File: src/aa_pkg.sv
// Shared types and constants of the arithmetic accelerator, both ends.
package aa_pkg;

	localparam int BYTE_W = 8;
	localparam int HALF_W = 16;
	localparam int WORD_W = 32;
	localparam int EXP_W  = 5;
	localparam int SEQ_LEN = 6;

	typedef enum logic [2:0] {SEL_OTHER, SEL_A, SEL_B, SEL_C, SEL_CTRL0} aa_sel_type;
	typedef enum logic [2:0] {OP_DIV32, OP_DIV16, OP_MUL, OP_SHIFT, OP_NORM} aa_op_type;

	// Operand byte counts that mark the points of a sequence.
	localparam logic [2:0] A_NONE       = 3'h0;
	localparam logic [2:0] A_ONE        = 3'h1;
	localparam logic [2:0] A_HALF_BYTES = 3'h2;
	localparam logic [2:0] A_THREE      = 3'h3;
	localparam logic [2:0] A_WORD_BYTES = 3'h4;
	localparam logic [1:0] B_NONE       = 2'h0;
	localparam logic [1:0] B_ONE        = 2'h1;
	localparam logic [1:0] B_HALF_BYTES = 2'h2;

	// Engine iteration counts.
	localparam logic [5:0] DIV32_STEPS = 6'h20;
	localparam logic [5:0] DIV16_STEPS = 6'h10;
	localparam logic [5:0] MUL_STEPS   = 6'h10;
	localparam logic [5:0] STEP_ONE    = 6'h01;

	// Worst-case execution times in clock periods.
	localparam int DIV32_LIMIT = 36;
	localparam int DIV16_LIMIT = 24;
	localparam int MUL_LIMIT   = 24;
	localparam int SHIFT_LIMIT = 36;
	localparam int NORM_LIMIT  = 36;

	// Control0 layout.
	localparam int         CTRL_LEFT_BIT  = 7;
	localparam int         CTRL_CNT_LSB   = 0;
	localparam int         CTRL_CNT_W     = 5;
	localparam logic [7:0] CTRL_NORMALIZE = 8'h00;

	localparam logic [7:0] RD_RESET = 8'h00;

endpackage

File: src/aa_if.sv
// Special-function access channel between the core side and the accelerator.
`timescale 1ns/1ps
interface aa_if;
	logic                        accValid;
	logic                        accWrite;
	aa_pkg::aa_sel_type          accSel;
	logic [aa_pkg::BYTE_W-1:0]   accWrData;
	logic                        clearBusy;
	logic [aa_pkg::BYTE_W-1:0]   rdData;
	logic                        busy;

	modport dev (input accValid, accWrite, accSel, accWrData, clearBusy, output rdData, busy);
	modport host (output accValid, accWrite, accSel, accWrData, clearBusy, input rdData, busy);
endinterface

File: src/aa_engine.sv
// Iterative datapath: restoring divide, shift-add multiply, shift and normalize.
`timescale 1ns/1ps
module aa_engine (
	// Clock and reset
	input  wire logic                         clock,
	input  wire logic                         rst,
	// Launch
	input  wire logic                         start,
	input  wire logic                         abort,
	input  wire aa_pkg::aa_op_type            op,
	input  wire logic [aa_pkg::WORD_W-1:0]    wordIn,
	input  wire logic [aa_pkg::HALF_W-1:0]    halfIn,
	input  wire logic [aa_pkg::BYTE_W-1:0]    ctrl,
	// Result
	output logic                              done,
	output logic [aa_pkg::WORD_W-1:0]         resWord,
	output logic [aa_pkg::HALF_W-1:0]         resHalf,
	output logic [aa_pkg::EXP_W-1:0]          resExp
);
	logic                      run_r;
	logic                      done_r;
	logic                      left_r;
	aa_pkg::aa_op_type         op_r;
	logic [aa_pkg::WORD_W-1:0] work_r;
	logic [aa_pkg::HALF_W:0]   rem_r;
	logic [aa_pkg::HALF_W-1:0] half_r;
	logic [5:0]                cnt_r;
	logic [aa_pkg::EXP_W-1:0]  exp_r;
	logic [aa_pkg::HALF_W:0]   divTrial;
	logic                      divFits;
	logic [aa_pkg::HALF_W:0]   mulSum;
	logic                      finished;

	assign divTrial = {rem_r[aa_pkg::HALF_W-1:0], work_r[aa_pkg::WORD_W-1]};
	assign divFits  = divTrial >= {1'b0, half_r};
	assign mulSum   = {1'b0, rem_r[aa_pkg::HALF_W-1:0]} + (work_r[0] ? {1'b0, half_r} : 17'h00000);
	// A zero operand never gains a leading one, so normalize then runs until aborted.
	assign finished = (op_r == aa_pkg::OP_NORM) ? work_r[aa_pkg::WORD_W-1] : (cnt_r == 6'h00);

	always_ff @(posedge clock or posedge rst) begin
		if (rst) begin
			run_r  <= 1'b0;
			done_r <= 1'b0;
			left_r <= 1'b0;
			op_r   <= aa_pkg::OP_DIV32;
			work_r <= 32'h00000000;
			rem_r  <= 17'h00000;
			half_r <= 16'h0000;
			cnt_r  <= 6'h00;
			exp_r  <= 5'h00;
		end else begin
			done_r <= 1'b0;
			if (abort) begin
				run_r <= 1'b0;
			end else if (start) begin
				run_r  <= 1'b1;
				op_r   <= op;
				work_r <= wordIn;
				half_r <= halfIn;
				rem_r  <= 17'h00000;
				exp_r  <= 5'h00;
				left_r <= ctrl[aa_pkg::CTRL_LEFT_BIT];
				unique case (op)
					aa_pkg::OP_DIV32: cnt_r <= aa_pkg::DIV32_STEPS;
					aa_pkg::OP_DIV16: cnt_r <= aa_pkg::DIV16_STEPS;
					aa_pkg::OP_MUL:   cnt_r <= aa_pkg::MUL_STEPS;
					aa_pkg::OP_SHIFT: cnt_r <= {1'b0, ctrl[aa_pkg::CTRL_CNT_LSB +: aa_pkg::CTRL_CNT_W]};
					aa_pkg::OP_NORM:  cnt_r <= 6'h00;
				endcase
			end else if (run_r) begin
				if (finished) begin
					run_r  <= 1'b0;
					done_r <= 1'b1;
				end else begin
					cnt_r <= cnt_r - aa_pkg::STEP_ONE;
					unique case (op_r)
						aa_pkg::OP_DIV32, aa_pkg::OP_DIV16: begin
							rem_r  <= divFits ? divTrial - {1'b0, half_r} : divTrial;
							work_r <= {work_r[aa_pkg::WORD_W-2:0], divFits};
						end
						aa_pkg::OP_MUL: begin
							rem_r  <= {1'b0, mulSum[aa_pkg::HALF_W:1]};
							work_r <= {work_r[aa_pkg::WORD_W-1:aa_pkg::HALF_W], mulSum[0], work_r[aa_pkg::HALF_W-1:1]};
						end
						aa_pkg::OP_SHIFT: begin
							work_r <= left_r ? {work_r[aa_pkg::WORD_W-2:0], 1'b0} : {1'b0, work_r[aa_pkg::WORD_W-1:1]};
						end
						aa_pkg::OP_NORM: begin
							work_r <= {work_r[aa_pkg::WORD_W-2:0], 1'b0};
							exp_r  <= exp_r + 5'h01;
						end
					endcase
				end
			end
		end
	end

	assign done    = done_r;
	assign resWord = (op_r == aa_pkg::OP_MUL) ? {rem_r[aa_pkg::HALF_W-1:0], work_r[aa_pkg::HALF_W-1:0]} : work_r;
	assign resHalf = rem_r[aa_pkg::HALF_W-1:0];
	assign resExp  = exp_r;
endmodule

File: src/aa_accel_dev.sv
// Device end of the arithmetic accelerator: order sequencer, result ports and busy flag.
`timescale 1ns/1ps
module aa_accel_dev (
	// Clock and reset
	input  wire logic clock,
	input  wire logic rst,
	// Core access channel
	aa_if.dev         bus
);
	typedef enum logic [1:0] {ST_IDLE, ST_LOAD, ST_RUN, ST_ERROR} aa_seq_type;

	aa_seq_type                state_r;
	logic [2:0]                aCnt_r;
	logic [1:0]                bCnt_r;
	logic [aa_pkg::WORD_W-1:0] opA_r;
	logic [aa_pkg::HALF_W-1:0] opB_r;
	logic [aa_pkg::BYTE_W-1:0] ctrl_r;
	aa_pkg::aa_op_type         op_r;
	logic [aa_pkg::WORD_W-1:0] outA_r;
	logic [aa_pkg::HALF_W-1:0] outB_r;
	logic [aa_pkg::EXP_W-1:0]  exp_r;
	logic                      busy_r;
	logic [aa_pkg::BYTE_W-1:0] rdData_r;

	logic                      wr;
	logic                      rd;
	logic                      start;
	logic                      bad;
	aa_pkg::aa_op_type         opNow;
	logic [aa_pkg::WORD_W-1:0] engWord;
	logic [aa_pkg::HALF_W-1:0] engHalf;
	logic [aa_pkg::BYTE_W-1:0] engCtrl;
	logic                      engDone;
	logic [aa_pkg::WORD_W-1:0] engResWord;
	logic [aa_pkg::HALF_W-1:0] engResHalf;
	logic [aa_pkg::EXP_W-1:0]  engResExp;
	logic                      live;
	logic                      settled;

	assign wr      = bus.accValid && bus.accWrite;
	assign rd      = bus.accValid && !bus.accWrite;
	assign live    = (state_r != ST_ERROR) && !bus.clearBusy;
	assign settled = (state_r == ST_IDLE);

	// Decides, from the counts of bytes seen so far, whether an access extends,
	// completes or breaks the operand sequence.
	always_comb begin
		start   = 1'b0;
		bad     = 1'b0;
		opNow   = op_r;
		engWord = opA_r;
		engHalf = opB_r;
		engCtrl = ctrl_r;
		if (bus.accValid && live) begin
			unique case (bus.accSel)
				aa_pkg::SEL_A: begin
					if (!wr) begin
						bad = !settled;
					end else if (state_r == ST_RUN) begin
						bad = 1'b1;
					end else if (bCnt_r == aa_pkg::B_NONE && aCnt_r < aa_pkg::A_WORD_BYTES) begin
						bad = 1'b0;
					end else if (bCnt_r == aa_pkg::B_HALF_BYTES && aCnt_r < aa_pkg::A_HALF_BYTES) begin
						if (aCnt_r == aa_pkg::A_ONE) begin
							start   = 1'b1;
							opNow   = aa_pkg::OP_MUL;
							engWord = {16'h0000, opB_r};
							engHalf = {bus.accWrData, opA_r[aa_pkg::WORD_W-1 -: aa_pkg::BYTE_W]};
						end
					end else begin
						bad = 1'b1;
					end
				end
				aa_pkg::SEL_B: begin
					if (!wr) begin
						bad = !settled;
					end else if (state_r == ST_RUN) begin
						bad = 1'b1;
					end else if (bCnt_r < aa_pkg::B_HALF_BYTES && aCnt_r != aa_pkg::A_ONE
							&& aCnt_r != aa_pkg::A_THREE) begin
						if (bCnt_r == aa_pkg::B_ONE && aCnt_r != aa_pkg::A_NONE) begin
							start   = 1'b1;
							engHalf = {bus.accWrData, opB_r[aa_pkg::HALF_W-1 -: aa_pkg::BYTE_W]};
							if (aCnt_r == aa_pkg::A_WORD_BYTES) begin
								opNow   = aa_pkg::OP_DIV32;
								engWord = opA_r;
							end else begin
								opNow   = aa_pkg::OP_DIV16;
								engWord = {opA_r[aa_pkg::WORD_W-1 -: aa_pkg::HALF_W], 16'h0000};
							end
						end
					end else begin
						bad = 1'b1;
					end
				end
				aa_pkg::SEL_C: begin
					bad = !settled;
				end
				aa_pkg::SEL_CTRL0: begin
					if (!wr) begin
						bad = 1'b0;
					end else if (state_r == ST_RUN) begin
						bad = 1'b1;
					end else if (aCnt_r == aa_pkg::A_WORD_BYTES && bCnt_r == aa_pkg::B_NONE) begin
						start   = 1'b1;
						engCtrl = bus.accWrData;
						opNow   = (bus.accWrData == aa_pkg::CTRL_NORMALIZE) ? aa_pkg::OP_NORM : aa_pkg::OP_SHIFT;
					end else begin
						bad = (aCnt_r != aa_pkg::A_NONE) || (bCnt_r != aa_pkg::B_NONE);
					end
				end
				aa_pkg::SEL_OTHER: begin
					bad = 1'b0;
				end
				default: begin
					bad = 1'b0;
				end
			endcase
		end
	end

	// Sequencer state and operand byte counts.
	always_ff @(posedge clock or posedge rst) begin
		if (rst) begin
			state_r <= ST_IDLE;
			aCnt_r  <= aa_pkg::A_NONE;
			bCnt_r  <= aa_pkg::B_NONE;
			op_r    <= aa_pkg::OP_DIV32;
		end else if (bus.clearBusy) begin
			state_r <= ST_IDLE;
			aCnt_r  <= aa_pkg::A_NONE;
			bCnt_r  <= aa_pkg::B_NONE;
		end else if (bad) begin
			state_r <= ST_ERROR;
		end else if (start) begin
			state_r <= ST_RUN;
			op_r    <= opNow;
			aCnt_r  <= aa_pkg::A_NONE;
			bCnt_r  <= aa_pkg::B_NONE;
		end else if (state_r == ST_RUN && engDone) begin
			state_r <= ST_IDLE;
		end else if (wr && live && state_r != ST_RUN) begin
			if (bus.accSel == aa_pkg::SEL_A) begin
				aCnt_r  <= aCnt_r + aa_pkg::A_ONE;
				state_r <= ST_LOAD;
			end else if (bus.accSel == aa_pkg::SEL_B) begin
				bCnt_r  <= bCnt_r + aa_pkg::B_ONE;
				state_r <= ST_LOAD;
			end
		end
	end

	// Operand bytes enter at the top and shift down, so the last byte written lands on top.
	always_ff @(posedge clock or posedge rst) begin
		if (rst) begin
			opA_r  <= 32'h00000000;
			opB_r  <= 16'h0000;
			ctrl_r <= aa_pkg::CTRL_NORMALIZE;
		end else if (wr && live && !bad) begin
			if (bus.accSel == aa_pkg::SEL_A) begin
				opA_r <= {bus.accWrData, opA_r[aa_pkg::WORD_W-1:aa_pkg::BYTE_W]};
			end else if (bus.accSel == aa_pkg::SEL_B) begin
				opB_r <= {bus.accWrData, opB_r[aa_pkg::HALF_W-1:aa_pkg::BYTE_W]};
			end else if (bus.accSel == aa_pkg::SEL_CTRL0) begin
				ctrl_r <= bus.accWrData;
			end
		end
	end

	// Result ports: each read of A or B hands out the top byte and moves the next one up.
	always_ff @(posedge clock or posedge rst) begin
		if (rst) begin
			outA_r   <= 32'h00000000;
			outB_r   <= 16'h0000;
			exp_r    <= 5'h00;
			rdData_r <= aa_pkg::RD_RESET;
		end else if (state_r == ST_RUN && engDone && !bus.clearBusy) begin
			outA_r <= (op_r == aa_pkg::OP_DIV16) ? {engResWord[aa_pkg::HALF_W-1:0], 16'h0000} : engResWord;
			outB_r <= engResHalf;
			exp_r  <= engResExp;
		end else if (rd && live && !bad) begin
			unique case (bus.accSel)
				aa_pkg::SEL_A: begin
					rdData_r <= outA_r[aa_pkg::WORD_W-1 -: aa_pkg::BYTE_W];
					outA_r   <= {outA_r[aa_pkg::WORD_W-aa_pkg::BYTE_W-1:0], 8'h00};
				end
				aa_pkg::SEL_B: begin
					rdData_r <= outB_r[aa_pkg::HALF_W-1 -: aa_pkg::BYTE_W];
					outB_r   <= {outB_r[aa_pkg::BYTE_W-1:0], 8'h00};
				end
				aa_pkg::SEL_CTRL0: rdData_r <= {3'h0, exp_r};
				aa_pkg::SEL_C:     rdData_r <= aa_pkg::RD_RESET;
				aa_pkg::SEL_OTHER: rdData_r <= rdData_r;
				default:           rdData_r <= rdData_r;
			endcase
		end
	end

	// Busy rises with the completing or faulty access and falls as results load.
	always_ff @(posedge clock or posedge rst) begin
		if (rst) begin
			busy_r <= 1'b0;
		end else if (bus.clearBusy) begin
			busy_r <= 1'b0;
		end else if (bad || start) begin
			busy_r <= 1'b1;
		end else if (state_r == ST_RUN && engDone) begin
			busy_r <= 1'b0;
		end
	end

	aa_engine engine (
		.clock   (clock),
		.rst     (rst),
		.start   (start),
		.abort   (bus.clearBusy),
		.op      (opNow),
		.wordIn  (engWord),
		.halfIn  (engHalf),
		.ctrl    (engCtrl),
		.done    (engDone),
		.resWord (engResWord),
		.resHalf (engResHalf),
		.resExp  (engResExp)
	);

	assign bus.busy   = busy_r;
	assign bus.rdData = rdData_r;
endmodule

File: src/flat_wrapper.sv
// flat-port wrapper written by rule: the top's interface ports become plain ports
module aa_accel_dev_flat 
  (clock, rst, bus_accValid, bus_accWrite, bus_accSel, bus_accWrData, bus_clearBusy, bus_rdData, bus_busy);
  aa_if bus_i ();
  input  wire logic clock;
  input  wire logic rst;
  input wire logic [$bits(bus_i.accValid)-1:0] bus_accValid;
  input wire logic [$bits(bus_i.accWrite)-1:0] bus_accWrite;
  input wire logic [$bits(bus_i.accSel)-1:0] bus_accSel;
  input wire logic [$bits(bus_i.accWrData)-1:0] bus_accWrData;
  input wire logic [$bits(bus_i.clearBusy)-1:0] bus_clearBusy;
  output wire logic [$bits(bus_i.rdData)-1:0] bus_rdData;
  output wire logic [$bits(bus_i.busy)-1:0] bus_busy;
  assign bus_i.accValid = bus_accValid;
  assign bus_i.accWrite = bus_accWrite;
  assign bus_i.accSel = bus_accSel;
  assign bus_i.accWrData = bus_accWrData;
  assign bus_i.clearBusy = bus_clearBusy;
  assign bus_rdData = bus_i.rdData;
  assign bus_busy = bus_i.busy;
  aa_accel_dev u_core (.clock(clock), .rst(rst), .bus(bus_i));
endmodule
File: config.mk
export PLATFORM = sky130hd
export DESIGN_NAME = aa_accel_dev_flat
export DESIGN_NICKNAME = d
export VERILOG_FILES = /design/src/aa_pkg.sv /design/src/aa_if.sv /design/src/aa_engine.sv /design/src/aa_accel_dev.sv /design/src/flat_wrapper.sv
export SDC_FILE = /design/constraint.sdc
export NUM_CORES = 1
export LEC_CHECK = 0
export BUFFER_PORTS_ARGS = -buffer_cell sky130_fd_sc_hd__buf_2
export CORE_UTILIZATION = 31
export CTS_CLUSTER_DIAMETER = 30
export CTS_CLUSTER_SIZE = 14
export DETAILED_ROUTE_END_ITERATION = 8
export PLACE_DENSITY_LB_ADDON = 0.3
export SYNTH_ARGS = -nofsm -noshare
export SYNTH_HDL_FRONTEND = slang
export SYNTH_HIERARCHICAL = 1
export SYNTH_SLANG_ARGS = --single-unit
File: constraint.sdc
create_clock -name clock -period 5.07 [get_ports clock]
set_input_delay 0 -clock clock [delete_from_list [all_inputs] [get_ports clock]]
set_output_delay 0 -clock clock [all_outputs]
set_load 0.02 [all_outputs]
==> flow_summary_export.csv <==
group,metric,value,unit
outcome,status,"finished, final reports clean",
global_route,grt-ovfl-total,0,
timing,setup_violations,0,
die,initial_core_util,31.43,%
placement,place_ws,1.258,ns
power_and_ir_drop,powerDensity,449.1,nW/um2
finish,n_antenna_cell,0,
clock_network,clockRootBuffer,"clkbuf_16",
die,io_pins,25,
drt,wl_per_cell,18.45,um
global_route,grt_pass1_vias,9733,
timing,period_needed,3.861,ns
timing,rsz0062_at_grt,"false",
drt,routed_wl,36050,um
placement,dpl_cell_area,12970,um2
logic_synthesis,netlist_area,12490,um2
global_route,grt_pass1_wl,56790,um
clock_network,cts_max_path_buffers,3,
worst_setup_path,crit_required,5.44,ns
timing,worstMarginPinSlew,1.200,ns
timing,hold_viol,0,
finish,fin_util,37.29,%
die,coreArea,39730,um2
power_and_ir_drop,ir_drop,0.3064,mV
logic_synthesis,synth_warnings,6,
clock_network,cts_htree_levels,2,
worst_setup_path,crit_fanout,32,
drt,ant_nets,0,
timing,hold_ws,0.006212,ns
worst_setup_path,cp.arrival,4.23,ns
timing,tns,0,ns
logic_synthesis,postSynthAreaPerCell,9.062,um2
die,die_width,202.7,um
timing,fin_ws,1.209,ns
logic_synthesis,synth_nets,1437,
flow_run,maxCapViolCount,0,
finish,fin_nets,1449,
clock_network,cts_sinks,207,
clock_network,ctsResizeCount,0,
die,fp-row-count,73,
placement,dp_hpwl,25340,um
timing,slew_headroom,20.03,%
global_route,grtUsageTotal,17.59,%
hold_path,min_path_type,"in2async",
drt,vias,10144,
timing,finalCritPeriodShare,76.16,%
clock_network,clock_latency,0.55,ns
placement,globalplace.congestion,0.8411,
finish,drive_gt1_share,16.38,%
placement,dp_cells,1852,
finish,fill_cells,3969,
drt,dr.pass1.iters,5,
clock_network,cts_tree,"done",
finish,area_growth,18.64,%
global_route,antenna_found_initial,0,
power_and_ir_drop,total_power,6.653,mW
finish,stdcell_area,14810,um2
drt,viasPerCell,5.191,
worst_setup_path,crit_type,"reg2reg",
timing,drv_slew,0,
clock_network,clkSlewWorstSetupHoldPaths,0.04,ns
worst_setup_path,start_kind,"register",
drt,drt_iter0_markers,880,
die,dieArea,41090,um2
clock_network,cts_buffers,49,
timing,fmax,0.2590,GHz
finish,fin_cells,1954,
die,die_h,202.7,um
timing,finClkSkew,0.02446,ns
power_and_ir_drop,power_leakage,6.662,nW
drt,drc,0,
worst_setup_path,end_kind,"register",
logic_synthesis,syn_inst,1378,
placement,port_buffers,24,
global_route,grt_max_degree,65,
final cells by class:
| class | count | area, um2 | area share [%] |
|---|---|---|---|
| Multi-Input combinational cell | 1027 | 6680 | 45.09 |
| Clock buffer | 56 | 1262 | 8.522 |
| Tap cell | 525 | 656.9 | 4.434 |
| Inverter | 51 | 195.2 | 1.318 |
| Sequential cell | 207 | 5180 | 34.97 |
| Clock inverter | 34 | 464.2 | 3.133 |
| Timing Repair Buffer | 54 | 375.4 | 2.534 |
what timing repair did:
action | CTS | global route
hold endpoints to repair | 184 | 0
setup buffers | 0 | 0
hold buffers | 12 | 0
endpoints found under the setup margin | 0 | 0
report_power, final:
group,switching (mW),internal (mW)
combinational,0.754,0.563
sequential,0.238,1.83
clock,0.986,2.28
total,1.98,4.68
layer usage:
| layer | GRT usage, % | vias up | wire [um] |
|---|---|---|---|
| li1 | - | 4933 | - |
| met3 | 3.146 | 56 | 2034 |
| met5 | 0 | - | 0 |
| met4 | 5.961 | 0 | 992 |
| met2 | 26.77 | 280 | 16120 |
| met1 | 25.00 | 4875 | 16910 |
sequential cells by signal, indices dropped and copies added, names as in the netlist, 3 cells and up:
register              flops
u_core/engine/resExp      5
u_core/exp_r              5
u_core/engine/rem_r      16
u_core/opB_r             16
u_core/engine/half_r     16
u_core/bus.rdData         8
u_core/engine/op_r        3
u_core/outA_r            32
u_core/ctrl_r             6
u_core/outB_r            16
u_core/opA_r             32
u_core/engine/work_r     32
u_core/aCnt_r             3
u_core/engine/cnt_r       6
u_core/op_r               3
worst paths after layout:
path	from	end	slack, ns	cells past startpoint
min in group clock	bus_accWrite	u_core/outA_r[0]$_DFFE_PP0P_	0.07	5
worst max register to register	u_core/bCnt_r[1]$_DFFE_PP0P_	u_core/engine/work_r[31]$_DFFE_PP0P_	1.21	13
worst min register to register	u_core/exp_r[1]$_DFFE_PP0P_	u_core/exp_r[1]$_DFFE_PP0P_	0.47	2
worst min-delay path	rst	u_core/engine/half_r[15]$_DFFE_PP0P_	0.006	3
max in group asynchronous	rst	u_core/op_r[2]$_DFFE_PP0P_	3.42	5
worst max-delay path	u_core/bCnt_r[1]$_DFFE_PP0P_	u_core/engine/work_r[31]$_DFFE_PP0P_	1.21	13
cell usage in the layout, fill, tap and decap left out, types with 6 or more instances in the layout:
cell type / n
mux2_2: 72
a22o_1: 28
o21bai_1: 7
and3_1: 6
clkbuf_1: 6
and2_1: 19
inv_1: 47
ha_1: 41
buf_2: 24
buf_4: 18
dlygate4sd3_1: 12
nor2_1: 78
xnor2_1: 12
a31oi_1: 11
nor2b_1: 26
a221o_1: 15
xor2_1: 15
clkinv_2: 16
nand2_1: 245
dfrtp_1: 207
o21a_1: 9
a22oi_1: 9
nor3_1: 20
mux2i_1: 33
a222oi_1: 9
bufinv_16: 10
a21o_1: 11
a21oi_1: 91
o21ai_0: 138
nand3_1: 19
nand2b_1: 9
clkbuf_16: 49
worst max-delay path, cell delays in order, from the launching register on:
cell and delay [ns]:
dfrtp_1 0.38, inv_1 0.09, ha_1 0.23, or4_4 0.60, o21a_1 0.20, nand3b_4 0.21, inv_2 0.26, inv_1 0.37
nor2_2 0.40, a21oi_2 0.08, inv_2 0.15, o21ai_2 0.32, a211oi_1 0.33, a21oi_1 0.06
No activity file was read; power rests on OpenSTA's default activity.
